## src/rtl/rst_nmi_pkg.sv

```systemverilog
// Contract
// [RULE_01] boot vector bus covers bits 31:1
// [RULE_02] reset active low, synchronous release
// [RULE_03] first fetch from boot vector, bit0 zero
// [RULE_04] soc boot vector targets valid memory
// [RULE_05] registers x1..x31 cleared on reset
// [RULE_06] nmi vector bus bits 31:1, soc-driven
// [RULE_07] nmi target ignores interrupt mode
// [RULE_08] nmi pin synchronized, rising edge taken
// [RULE_09] soc holds nmi pin two cycles
// [RULE_10] soc lowers pin two cycles between requests; the soc end holds it low three cycles (pin_min_cycles plus one)
// [RULE_11] unused nmi pin tied low
// [RULE_12] store/nonblocking load bus error raises nmi
// [RULE_13] any nmi fetches from nmi vector
// [RULE_14] cause codes: pin, store, load
// [RULE_15] first error address captured and locked
// [RULE_16] unlock write or reset reopens capture
// [RULE_17] two-stage sync plus edge detect
package rst_nmi_pkg;
   localparam int unsigned vec_width = 31;
   localparam int unsigned gpr_count = 32;
   localparam logic [31:0] cause_nmi_pin = 32'h0000_0000;
   localparam logic [31:0] cause_store_err = 32'hf000_0000;
   localparam logic [31:0] cause_load_err = 32'hf000_0001;
   localparam logic [31:0] err_addr_reset = 32'h0000_0000;
   localparam logic [31:0] zero_word = 32'h0000_0000;
   localparam int unsigned pin_min_cycles = 2;
   typedef logic [vec_width-1:0] vec_type;
   typedef logic [31:0] word_type;
   typedef enum logic [3:0] {
      st_reset = 4'h1,
      st_boot = 4'h2,
      st_run = 4'h4,
      st_nmi = 4'h8
   } core_state_type;
endpackage

```

## src/rtl/rst_nmi_if.sv

```systemverilog
`timescale 1ns/100ps
interface rst_nmi_if;
   import rst_nmi_pkg::*;
   logic reset_n_core;
   vec_type boot_vec;
   vec_type nmi_vec;
   logic nmi_pin;
   modport soc (output reset_n_core, output boot_vec, output nmi_vec, output nmi_pin);
   modport core (input reset_n_core, input boot_vec, input nmi_vec, input nmi_pin);
endinterface

```

## src/rtl/core_rst_nmi_unit.sv

```systemverilog
`timescale 1ns/100ps
module core_rst_nmi_unit #(
   parameter int unsigned gpr_num = rst_nmi_pkg::gpr_count
) (
   input wire logic ref_clk,
   rst_nmi_if.core link,
   input wire logic vectored_mode,
   input wire logic store_err,
   input wire logic load_err,
   input wire rst_nmi_pkg::word_type err_addr,
   input wire logic unlock_wr,
   input wire logic [4:0] gpr_waddr,
   input wire rst_nmi_pkg::word_type gpr_wdata,
   input wire logic gpr_we,
   input wire logic [4:0] gpr_raddr,
   output rst_nmi_pkg::word_type gpr_rdata,
   output rst_nmi_pkg::word_type fetch_addr,
   output logic fetch_valid,
   output rst_nmi_pkg::word_type trap_cause,
   output rst_nmi_pkg::word_type err_capture,
   output logic err_locked,
   output rst_nmi_pkg::word_type unlock_rdata
);
   import rst_nmi_pkg::*;
   // ****************************************
   // core reset and helpers
   // ****************************************
   // the soc end already releases this reset in step with ref_clk
   logic reset_n;
   assign reset_n = link.reset_n_core; // RULE_02
   // vectors carry address bits 31:1; a fetch address always has bit 0 clear
   function automatic word_type vec_to_addr(input vec_type vec);
      return {vec, 1'b0}; // RULE_03 RULE_13
   endfunction
   // pin first, then store, then load, when causes coincide
   function automatic word_type nmi_cause(input logic from_pin, input logic from_store);
      word_type code;
      if (from_pin) begin
         code = cause_nmi_pin; // RULE_14
      end else if (from_store) begin
         code = cause_store_err; // RULE_14
      end else begin
         code = cause_load_err; // RULE_14
      end
      return code;
   endfunction
   // ****************************************
   // nmi pin synchronizer and edge detect
   // ****************************************
   logic pin_meta_ff, nxt_pin_meta;
   logic pin_sync_ff, nxt_pin_sync;
   logic pin_last_ff, nxt_pin_last;
   logic pin_rise;
   // the pin is treated as asynchronous even though the soc end registers it,
   // so a pin raised from another clock domain needs no change here
   always_comb begin
      nxt_pin_meta = link.nmi_pin; // RULE_08 RULE_17
      nxt_pin_sync = pin_meta_ff;
      nxt_pin_last = pin_sync_ff;
   end
   always_ff @(posedge ref_clk or negedge reset_n) begin
      if (!reset_n) begin
         pin_meta_ff <= 1'b0;
         pin_sync_ff <= 1'b0;
         pin_last_ff <= 1'b0;
      end else begin
         pin_meta_ff <= nxt_pin_meta;
         pin_sync_ff <= nxt_pin_sync;
         pin_last_ff <= nxt_pin_last;
      end
   end
   // last starts low like the idle pin, so no false edge follows reset
   assign pin_rise = pin_sync_ff & ~pin_last_ff; // RULE_08 RULE_17
   // ****************************************
   // bus error capture and lock
   // ****************************************
   logic bus_err;
   logic err_nmi;
   word_type cap_ff, nxt_cap;
   logic lock_ff, nxt_lock;
   assign bus_err = store_err | load_err;
   // while locked an error leaves neither an address nor an nmi behind
   assign err_nmi = bus_err & ~lock_ff; // RULE_12 RULE_15
   always_comb begin
      nxt_cap = cap_ff;
      nxt_lock = lock_ff;
      // a fresh error beats an unlock in the same cycle only if already unlocked; while locked, an error that comes with the unlock is lost
      if (unlock_wr) begin
         nxt_lock = 1'b0; // RULE_16
      end
      if (err_nmi) begin
         nxt_cap = err_addr; // RULE_15
         nxt_lock = 1'b1;
      end
   end
   always_ff @(posedge ref_clk or negedge reset_n) begin
      if (!reset_n) begin
         cap_ff <= err_addr_reset;
         lock_ff <= 1'b0; // RULE_16
      end else begin
         cap_ff <= nxt_cap;
         lock_ff <= nxt_lock;
      end
   end
   // ****************************************
   // fetch redirection and cause
   // ****************************************
   core_state_type state_ff, nxt_state;
   word_type fetch_ff, nxt_fetch;
   logic fvalid_ff, nxt_fvalid;
   word_type cause_ff, nxt_cause;
   always_comb begin
      nxt_state = state_ff;
      nxt_fetch = fetch_ff;
      nxt_fvalid = 1'b0;
      nxt_cause = cause_ff;
      case (state_ff)
         st_reset: begin
            nxt_fetch = vec_to_addr(link.boot_vec); // RULE_01 RULE_03
            nxt_fvalid = 1'b1;
            nxt_state = st_boot;
         end
         st_boot, st_run, st_nmi: begin
            nxt_state = st_run;
            // vectored_mode deliberately unused here: nmi target fixed
            // an nmi in the cycle right after boot is taken at once
            if (pin_rise || err_nmi) begin
               nxt_fetch = vec_to_addr(link.nmi_vec); // RULE_06 RULE_07 RULE_13
               nxt_fvalid = 1'b1;
               nxt_state = st_nmi;
               nxt_cause = nmi_cause(pin_rise, store_err); // RULE_14
            end
         end
         default: begin
            nxt_state = st_reset;
         end
      endcase
   end
   always_ff @(posedge ref_clk or negedge reset_n) begin
      if (!reset_n) begin
         state_ff <= st_reset;
         fetch_ff <= zero_word;
         fvalid_ff <= 1'b0;
         cause_ff <= zero_word;
      end else begin
         state_ff <= nxt_state;
         fetch_ff <= nxt_fetch;
         fvalid_ff <= nxt_fvalid;
         cause_ff <= nxt_cause;
      end
   end
   // ****************************************
   // integer register file
   // ****************************************
   word_type gpr_ff [gpr_num];
   word_type nxt_gpr [gpr_num];
   word_type rdata_ff, nxt_rdata;
   // a write and a read of one register in one cycle returns the old value
   always_comb begin
      for (int i = 0; i < gpr_num; i++) begin
         nxt_gpr[i] = gpr_ff[i];
      end
      if (gpr_we && gpr_waddr != 5'h00) begin
         nxt_gpr[gpr_waddr] = gpr_wdata;
      end
      nxt_rdata = (gpr_raddr == 5'h00) ? zero_word : gpr_ff[gpr_raddr];
   end
   always_ff @(posedge ref_clk or negedge reset_n) begin
      if (!reset_n) begin
         for (int i = 0; i < gpr_num; i++) begin
            gpr_ff[i] <= zero_word; // RULE_05
         end
         rdata_ff <= zero_word;
      end else begin
         for (int i = 0; i < gpr_num; i++) begin
            gpr_ff[i] <= nxt_gpr[i];
         end
         rdata_ff <= nxt_rdata;
      end
   end
   // ****************************************
   // unlock register read side
   // ****************************************
   // reads as zero from a flop, so every output leaves a register
   word_type unlock_rd_ff, nxt_unlock_rd;
   always_comb begin
      nxt_unlock_rd = zero_word; // RULE_16
   end
   always_ff @(posedge ref_clk or negedge reset_n) begin
      if (!reset_n) begin
         unlock_rd_ff <= zero_word;
      end else begin
         unlock_rd_ff <= nxt_unlock_rd;
      end
   end
   // ****************************************
   // outputs
   // ****************************************
   // the mode select is taken only to show that the nmi target ignores it
   logic unused_mode;
   assign unused_mode = vectored_mode; // RULE_07
   assign gpr_rdata = rdata_ff;
   assign fetch_addr = fetch_ff;
   assign fetch_valid = fvalid_ff;
   assign trap_cause = cause_ff;
   assign err_capture = cap_ff;
   assign err_locked = lock_ff;
   assign unlock_rdata = unlock_rd_ff; // RULE_16
endmodule // core_rst_nmi_unit

```

## src/flat_wrapper.sv

```systemverilog
// flat-port wrapper written by rule: the top's interface ports become plain ports
module core_rst_nmi_unit_flat import rst_nmi_pkg::*;
#(
   parameter int unsigned gpr_num = rst_nmi_pkg::gpr_count
)
  (ref_clk, vectored_mode, store_err, load_err, err_addr, unlock_wr, gpr_waddr, gpr_wdata, gpr_we, gpr_raddr, gpr_rdata, fetch_addr, fetch_valid, trap_cause, err_capture, err_locked, unlock_rdata, link_reset_n_core, link_boot_vec, link_nmi_vec, link_nmi_pin);
  rst_nmi_if link_i ();
  input wire logic ref_clk;
  input wire logic vectored_mode;
  input wire logic store_err;
  input wire logic load_err;
  input wire rst_nmi_pkg::word_type err_addr;
  input wire logic unlock_wr;
  input wire logic [4:0] gpr_waddr;
  input wire rst_nmi_pkg::word_type gpr_wdata;
  input wire logic gpr_we;
  input wire logic [4:0] gpr_raddr;
  output rst_nmi_pkg::word_type gpr_rdata;
  output rst_nmi_pkg::word_type fetch_addr;
  output logic fetch_valid;
  output rst_nmi_pkg::word_type trap_cause;
  output rst_nmi_pkg::word_type err_capture;
  output logic err_locked;
  output rst_nmi_pkg::word_type unlock_rdata;
  input wire logic [$bits(link_i.reset_n_core)-1:0] link_reset_n_core;
  input wire logic [$bits(link_i.boot_vec)-1:0] link_boot_vec;
  input wire logic [$bits(link_i.nmi_vec)-1:0] link_nmi_vec;
  input wire logic [$bits(link_i.nmi_pin)-1:0] link_nmi_pin;
  assign link_i.reset_n_core = link_reset_n_core;
  assign link_i.boot_vec = link_boot_vec;
  assign link_i.nmi_vec = link_nmi_vec;
  assign link_i.nmi_pin = link_nmi_pin;
  core_rst_nmi_unit #(.gpr_num(gpr_num)) u_core (.ref_clk(ref_clk), .link(link_i), .vectored_mode(vectored_mode), .store_err(store_err), .load_err(load_err), .err_addr(err_addr), .unlock_wr(unlock_wr), .gpr_waddr(gpr_waddr), .gpr_wdata(gpr_wdata), .gpr_we(gpr_we), .gpr_raddr(gpr_raddr), .gpr_rdata(gpr_rdata), .fetch_addr(fetch_addr), .fetch_valid(fetch_valid), .trap_cause(trap_cause), .err_capture(err_capture), .err_locked(err_locked), .unlock_rdata(unlock_rdata));
endmodule
```

## config.mk

```make
export PLATFORM = sky130hd
export DESIGN_NAME = core_rst_nmi_unit_flat
export DESIGN_NICKNAME = d
export VERILOG_FILES = /design/src/rtl/rst_nmi_pkg.sv /design/src/rtl/rst_nmi_if.sv /design/src/rtl/core_rst_nmi_unit.sv /design/src/flat_wrapper.sv
export SDC_FILE = /design/constraint.sdc
export NUM_CORES = 1
export LEC_CHECK = 0
export BUFFER_PORTS_ARGS = -buffer_cell sky130_fd_sc_hd__clkbuf_2
export CAP_MARGIN = 20
export CORE_MARGIN = 4
export CORE_UTILIZATION = 45
export CTS_CLUSTER_DIAMETER = 100
export DETAILED_ROUTE_END_ITERATION = 7
export SETUP_SLACK_MARGIN = 0.15
export SYNTH_ARGS = -nofsm -noshare
export SYNTH_HDL_FRONTEND = slang
export SYNTH_SLANG_ARGS = --single-unit
```

## constraint.sdc

```tcl
create_clock -name ref_clk -period 3.4 [get_ports ref_clk]
set_input_delay 0.68 -clock ref_clk [delete_from_list [all_inputs] [get_ports ref_clk]]
set_output_delay 0.68 -clock ref_clk [all_outputs]
set_load 0.01 [all_outputs]
```

### Yosys cells after proc, flatten, opt, wreduce, memory -nomap -nowiden

Cells that the tools add are included.

| operators by class | value |
|---|---|
| order comparisons | 3 |
| reduce and logical (&&, ||, !) cells | 10 |
| bitwise gates (word level) | 7 |
| muxes and demuxes | 17 |
| equality and inequality tests | 5 |

Operator list:

| kind | number |
|---|---|
| $bwmux W1024 | 1 |
| $mux W32 | 6 |
| $bmux W32 S5 | 1 |
| $demux W32 S5 | 1 |
| $pmux W32 S2 | 1 |
| $ge A6 B6 Y1 const B | 2 |
| $not A5 Y6 | 2 |
| $pmux W4 S2 | 1 |
| $lt A6 B1 Y1 const B | 1 |
| $logic_not A5 Y1 | 1 |
| $reduce_bool A5 Y1 | 1 |
| $eq A4 B1 Y1 const B | 1 |
| $eq A4 B2 Y1 const B | 1 |
| $eq A4 B3 Y1 const B | 1 |
| $eq A4 B4 Y1 const B | 1 |
| $mux W1 | 4 |
| $mux W4 | 1 |
| $reduce_and A2 Y1 | 2 |
| $reduce_bool A2 Y1 | 2 |
| $reduce_or A3 Y1 | 1 |
| $and A1 B1 Y1 | 2 |
| $logic_and A1 B1 Y1 | 2 |
| $ne A2 B1 Y1 const B | 1 |
| $not A1 Y1 | 2 |
| other kinds (3) | 3 |

| storage, ports and cells | value |
|---|---|
| input port bits | 144 |
| output and inout bits | 162 |
| bits in registers | 1161 |
| logic and storage cells | 84 |

### Logic depth before layout (Yosys ltp)

Gate-level depths: netlist (run 1).

| logic depth | value |
|---|---|
| word-level depth | 6 |
| mapped depth | 7 |
| mapped depth without buffers | 4 |

### Least setup slack after synthesis (run 1)

No wires, ideal clock.

| timing path | value |
|---|---|
| path type | input port to flip-flop |
| start point | in gpr_raddr[1] |
| end point | reg u_core.rdata_ff[16], in the netlist u_core.gpr_rdata[16] |
| setup time | 147 ps |
| arrival | 1920 ps |
| stages | 6 |
| path buffers | 2 |
| path slack | 1333 ps |
| required time | 3253 ps |
| path through | buf_6 > buf_6 > mux4_1 > mux2_2 > o21ai_1 > a311oi_1 |

| between the ends | value |
|---|---|
| cells in the longest elaborated chain, start to end | 5 |
| elaborated cells on any way between the ends | 6 |
| those cells by class | 4 x mux; 1 x bitwise; 1 x reduce/logical |

Ends and longest elaborated chain:

| element | RTL line | text |
|---|---|---|
| from (decl) | flat_wrapper.sv:17 | `input wire logic [4:0] gpr_raddr;` |
| $not A5 Y6 (not written as such) | core_rst_nmi_unit.sv:166 | `nxt_rdata = (gpr_raddr == 5'h00) ? zero_word : gpr_ff[gpr_raddr];` |
| $bmux W32 S5 | core_rst_nmi_unit.sv:166 |  |
| $mux W32 (not written as such) (2 in series) | core_rst_nmi_unit.sv:166 |  |
| $mux W32 (*) | core_rst_nmi_unit.sv:166 |  |
| via u_core.nxt_rdata[16] | core_rst_nmi_unit.sv:157 | `word_type rdata_ff, nxt_rdata;` |
| to (signal assigned) | core_rst_nmi_unit.sv:173 | `rdata_ff <= zero_word;` |
| to (signal assigned) | core_rst_nmi_unit.sv:178 | `rdata_ff <= nxt_rdata;` |
| to (decl) | core_rst_nmi_unit.sv:157 |  |

The timed path passes the listed nets; every way through them passes the cells marked *. The select of a mux whose other input is x is not followed.
A chain may end at the register's enable or synchronous reset.

### Worst setup path after layout (run 1)

| timing path | value |
|---|---|
| start point | reg u_core.state_ff[0] |
| end point | reg u_core.fetch_ff[4], in the netlist u_core.fetch_addr[4] |

| between the ends | value |
|---|---|
| cells in the longest elaborated chain, start to end | 4 |
| elaborated cells on any way between the ends | 9 |
| those cells by class | 5 x eq/ne; 1 x mux; 3 x reduce/logical |

Ends and longest elaborated chain:

| element | RTL line | text |
|---|---|---|
| from (decl) | core_rst_nmi_unit.sv:108 | `core_state_type state_ff, nxt_state;` |
| from (signal assigned) | core_rst_nmi_unit.sv:141 | `state_ff <= st_reset;` |
| from (signal assigned) | core_rst_nmi_unit.sv:146 | `state_ff <= nxt_state;` |
| $eq A4 B2 Y1, or another cell as far along | core_rst_nmi_unit.sv:117 | `case (state_ff)` |
| $reduce_or A3 Y1 | core_rst_nmi_unit.sv:117 |  |
| $ne A2 B1 Y1 (no source line) / $reduce_bool A2 Y1 (equally long branches) | - |  |
| $reduce_and A2 Y1 (no source line) | - |  |
| to (signal assigned) | core_rst_nmi_unit.sv:142 | `fetch_ff <= zero_word;` |
| to (signal assigned) | core_rst_nmi_unit.sv:147 | `fetch_ff <= nxt_fetch;` |
| to (decl) | core_rst_nmi_unit.sv:109 | `word_type fetch_ff, nxt_fetch;` |

Parallel ways exist; a longest one is shown, timed or not.

==> flow_summary.toml, run 1 <==
[outcome]
outcome = "finished clean"

[synthesis]
syn_area_um2 = 51100
synth_top_area_frac = 0.553
synth_area_leaders = "dfrtp_1 (55%), mux2_2 (23%), mux4_2 (8.9%)"
synth_top_family_by_area = "multiplexers"
synth_compound_area_frac = 0.0272
ys.flop_type = "dfrtp_1"
ys_top_cells_by_count = "dfrtp_1 (1129), mux2_2 (1058), mux4_2 (202)"
syn_inst = 3245
synth_mux_area_frac = 0.363
synth-seq-area-share = 0.554
ys_seq_elements = 1130
synth_fa_ha_area_frac = 0
synth_edf_count = 0
synth-xor-area-share = 0.000172
synth_top_cell_by_area = "dfrtp_1"
yosysMostFrequentCell = "dfrtp_1"
synthArstFlopShare = 1.00
yosys.area_share.simple = 0.0123
ys_types = 49
syn_area_per_cell_um2 = 15.7
ys.warnings.count = 0

[clock_tree]
numCtsBuffers = 119
cts_tree = "yes"
clkLatencyLatePin_ns = 0.70
clkTransAtPathRegs_ns = 0.06
cts_resized = 0
cts_sinks = 1130
clk_path_buf_depth = 3
cts-root-buf = "clkbuf_16"
h-tree-depth = 3
post_cts_buffers = 0
postCtsHoldBufs = 1

[timing]
relSlewSlack = 0.428
setup_ws_ns = 1.16
max_clock_freq_ghz = 0.446
rsz0062_at_grt = "no"
slew_violations = 0
fin_crit_sh = 0.660
period_minus_slack_ns = 2.24
setup_viol = 0
clock-skew-final_ns = 0.0352
tightest_slew_ns = 0.858
finalSetupTns_ns = 0
hold_viol = 0

[placement]
gp_congestion = 0.781
port_buffers = 244
place_hpwl_um = 83400
pre_cts_slack_ns = 0.510

[setup_path]
start_kind = "flop"
end_kind = "flop"
worstPathRequired_ns = 3.98
cp.arrival_ns = 2.82
crit_fanout = 32
criticalPathCategory = "flop to flop"

[global_route]
grt_use_total = 0.231
overflow = 0
antenna_found_initial = 4
grt_pass1_vias = 32000
grt_pass1_wl_um = 206000
grt_max_degree = 114

[route]
avgRoutedWirePerCell_um = 27.1
drtAntennaViolNets = 0
dr_total_vias = 29100
drtIter0Drc = 1729
via_per_inst = 5.77
routed_wl_um = 137000
drtPass1Iterations = 5
drc_errors = 0

[power]
cellPowerDensity_nw_per_um2 = 648
finalPower_mw = 37.7
ir_worst_vdd_mv = 0.442
total_leakage_power_nw = 26.5

[finish]
fill_cells = 9153
nets = 3583
seq_area_um2 = 28300
multi_input_area_um2 = 21000
drive_gt1_frac = 0.552
synthToLayoutAreaGrowth_pct = 14.0

[die]
dieArea_um2 = 119000
io_pins = 306
die_h_um = 345
start_util = 0.454
core-area_um2 = 112000
die_x_um = 345
rows = 123

[worst_hold_path]
hp-class = "input pin to flop"

[run]
cap_violations = 0
## metal layers
metal | up-vias | routed length [um] | track usage
li1 | 12300 | - | -
met1 | 15900 | 58800 | 0.312
met2 | 724 | 68000 | 0.392
met3 | 190 | 6570 | 0.0331
met4 | 2 | 3380 | 0.0649
met5 | - | 12 | 0
## stage by stage
step	instance area [um^2]	utilization	hold slack, ns	cells
after floorplan	51300	-	0.331	3304
after global placement	54300	0.482	0.337	4817
after detailed placement	54300	0.482	0.336	4817
after CTS	58200	0.517	0.0293	5037
after global routing	58200	0.517	0.0500	5039
final	58200	0.517	0.0894	5040
## sequential cells by signal, indices dropped and copies added (netlist names)
register	count
u_core.err_capture	32
u_core.gpr_ff	1024
u_core.nxt_pin_sync	1
u_core.gpr_rdata	32
u_core.fetch_addr	31
u_core.trap_cause	2
u_core.nxt_pin_last	1
u_core.err_locked	1
u_core.state_ff	4
u_core.fetch_valid	1
u_core.pin_last_ff	1
## placed cells by master (no fill, tap or decap), drive strengths merged, types with 2 or more instances in the layout
| master | Yosys | layout |
|---|---|---|
| a211oi | 32 | 32 |
| a221oi | 22 | 22 |
| a22oi | 32 | 32 |
| a311oi | 32 | 32 |
| and2 | 4 | 4 |
| and3 | 2 | 2 |
| buf | 235 | 169 |
| bufinv | 0 | 3 |
| clkbuf | 161 | 434 |
| clkinv | 0 | 19 |
| clkinvlp | 0 | 2 |
| conb | 1 | 60 |
| dfrtp | 1129 | 1129 |
| diode | 0 | 3 |
| inv | 3 | 4 |
| mux2 | 1119 | 1119 |
| mux2i | 64 | 64 |
| mux4 | 224 | 224 |
| nand2 | 36 | 36 |
| nand2b | 3 | 3 |
| nand3 | 4 | 4 |
| nand3b | 3 | 3 |
| nor2 | 21 | 21 |
| nor2b | 38 | 38 |
| nor3 | 2 | 2 |
| nor3b | 2 | 2 |
| o2111ai | 10 | 10 |
| o21ai | 57 | 57 |
| o21bai | 2 | 2 |
## logic make-up (layout without fill, tap and decap cells)
logic type / count (synthesis) / count (layout)
mux: 1407 / 1407
xor+xnor: 1 / 1
flops: 1130 / 1130
buf+inv: 399 / 632
simple gates: 118 / 118
compound gates: 189 / 189
other cells: 1 / 63
## final timing paths
path	start	end	slack, ns	cells past startpoint
max	u_core.state_ff[0]	u_core.fetch_addr[4]	1.16	5
min	link_nmi_pin	u_core.nxt_pin_sync	0.09	1
max reg2reg	u_core.state_ff[0]	u_core.fetch_addr[4]	1.16	5
min reg2reg	u_core.nxt_pin_sync	u_core.nxt_pin_last	0.36	0
max in group asynchronous	link_reset_n_core	u_core.gpr_ff[706]	1.71	4
min in group asynchronous	link_reset_n_core	u_core.err_capture[25]	0.57	2
## power breakdown
part	leakage, nW	switching (mW)	internal [mW]
Sequential	14.4	1.41	16.2
Clock	1.94	5.34	7.56
Combinational	10.2	2.92	4.27
Total	26.5	9.67	28.0
## area by class of cell
class | instances | share of cell area
repair buffers | 410 | 0.0534
multi-input cells | 1775 | 0.361
inverters | 3 | 0.000215
diodes | 3 | 0.000129
clock buffers | 194 | 0.0631
flip-flops and latches | 1130 | 0.486
well taps | 1500 | 0.0322
clock inverters | 25 | 0.00436
## critical path: stages (launching register included)
cell	delay, ns
dfstp_2	0.51
inv_1	0.06
nor4_1	0.46
o21bai_4	0.21
buf_4	0.47
mux2_2	0.39
(Power assumes the default switching activity.)
==> run 2: changes to the inputs <==
clock period = 1.8 ns   (was 3.4 ns; I/O delays follow)
==> flow_summary.toml, run 2 (synthesized netlist as in run 1, its figures left out) <==
[route]
drc_errors = 0
routed_wl_um = 146000
drtAntennaViolNets = 0
dr_total_vias = 30300
drtPass1Iterations = 5
drtIter0Drc = 1781
via_per_inst = 5.76
avgRoutedWirePerCell_um = 27.8

[global_route]
grt_use_total = 0.247
overflow = 0
use_met2 = 0.406
antenna_found_initial = 9
grt_max_degree = 122
grt_util_met3 = 0.0453
use_met1 = 0.333
grt_pass1_wl_um = 217000
grt_pass1_vias = 33200
grt-busiest-layer = "met2"

[outcome]
outcome = "finished with violations"
violations = "setup timing"

[die]
rows = 123
core-area_um2 = 112000
io_pins = 306
start_util = 0.454
die_h_um = 345
die_x_um = 345
dieArea_um2 = 119000

[setup_path]
end_kind = "flop"
worstPathRequired_ns = 2.39
cp.arrival_ns = 2.45
crit_fanout = 26
start_kind = "flop"
criticalPathCategory = "flop to flop"

[clock_tree]
numCtsBuffers = 120
cts-root-buf = "clkbuf_16"
cts_tree = "yes"
cts_sinks = 1130
clkLatencyLatePin_ns = 0.72
clkTransAtPathRegs_ns = 0.06
h-tree-depth = 3
clk_path_buf_depth = 3

[timing]
setup_ws_ns = -0.0565
hold_viol = 0
fin_crit_sh = 1.03
relSlewSlack = 0.547
max_clock_freq_ghz = 0.539
tightest_slew_ns = 0.680
slew_violations = 0
clock-skew-final_ns = 0.0243
setup_viol = 31
rsz0062_at_grt = "yes"
period_minus_slack_ns = 1.86

[finish]
multi_input_area_um2 = 21000
instances_no_fill = 5268
nets = 3811
regMostFlops = "u_core.gpr_ff"
layout_common_cells = "dfrtp_1 (1122), mux2_2 (1041), mux4_2 (222), clkbuf_2 (217), buf_4 (182)"
synthToLayoutAreaGrowth_pct = 20.1
largest_reg_flops = 1024
seq_area_um2 = 28300
mostFrequentLayoutCell = "dfrtp_1"
final_util = 0.545
drive_gt1_frac = 0.566
fill_cells = 8788
fin_area_um2 = 61300

[placement]
pre_cts_slack_ns = -0.357
gp_congestion = 0.806
place_hpwl_um = 93000
placed_cells = 4944
port_buffers = 244
post_dp_cell_area_um2 = 56000

[power]
ir_worst_vdd_mv = 0.759
cellPowerDensity_nw_per_um2 = 1200
total_leakage_power_nw = 27.9

[run]
cap_violations = 0

[worst_hold_path]
hp-class = "input pin to flop"
[run 2: cell types whose count changed in the layout (fill, tap and decap cells not counted), moves of 23 or more]
cell and delta:
clkbuf_2 -23, buf_12 +70, buf_4 +65, dlygate4sd3_1 +83
[run 2: area by class of cell]
class | count | share of cell area
multi-input cells | 1775 | 0.343
diodes | 2 | 0.0000816
repair buffers | 637 | 0.0993
clock buffers | 185 | 0.0580
clock inverters | 36 | 0.00761
inverters | 3 | 0.000204
well taps | 1500 | 0.0306
flip-flops and latches | 1130 | 0.461
[run 2: per-layer routing]
layer | share of wire | up-vias
met1 | 0.43 | 16500
met4 | 0.033 | 10
met3 | 0.055 | 264
met2 | 0.48 | 881
li1 | - | 12700
met5 | 0.00047 | -
[run 2: path summary, 6_finish.rpt]
kind	slack (ns)	startpoint	cells past startpoint	endpoint
setup / recovery	-0.06	u_core.state_ff[1]	5	u_core.fetch_addr[10]
hold / removal	0.05	link_nmi_vec[11]	3	u_core.fetch_addr[12]
setup reg to reg	-0.06	u_core.state_ff[1]	5	u_core.fetch_addr[10]
hold reg to reg	0.35	u_core.nxt_pin_sync	0	u_core.nxt_pin_last
max in group asynchronous	0.71	link_reset_n_core	3	u_core.gpr_ff[365]
min in group asynchronous	0.38	link_reset_n_core	3	u_core.gpr_ff[960]
[run 2: worst max-delay path, stage by stage (launching register included)]
cell and delay (ns):
dfrtp_1 0.39, xor2_1 0.20, o211ai_4 0.27, buf_12 0.27, mux2_4 0.34, mux2_4 0.26
[run 2: what timing repair did]
action / CTS / global route
hold buffers: 84 / 0
cloned: 1 / 1
endpoints found under the hold margin: 477 / 0
buffers inserted: 11 / 4
endpoints found under the setup margin: 56 / 56
pin swaps: 1 / 1
gates resized for setup: 22 / 48
[run 2: power by group]
part	leakage (nW)	internal [mW]	switching (mW)
Combinational	11.5	9.40	5.95
Sequential	14.4	30.6	2.79
Clock	1.98	14.8	10.2
Total	27.9	54.8	19.0
[run 2: metrics by stage]
| step | power (mW) | TNS, ns | hold WS [ns] |
|---|---|---|---|
| floorplan | 43.2 | -0.219 | 0.0644 |
| global placement | 47.0 | -43.97 | 0.338 |
| detailed placement | 48.0 | -52.51 | 0.346 |
| CTS | 73.9 | -0.322 | 0.000102 |
| global route | 77.0 | -2.44 | 0.0263 |
| finish | 73.8 | -1.08 | 0.0495 |
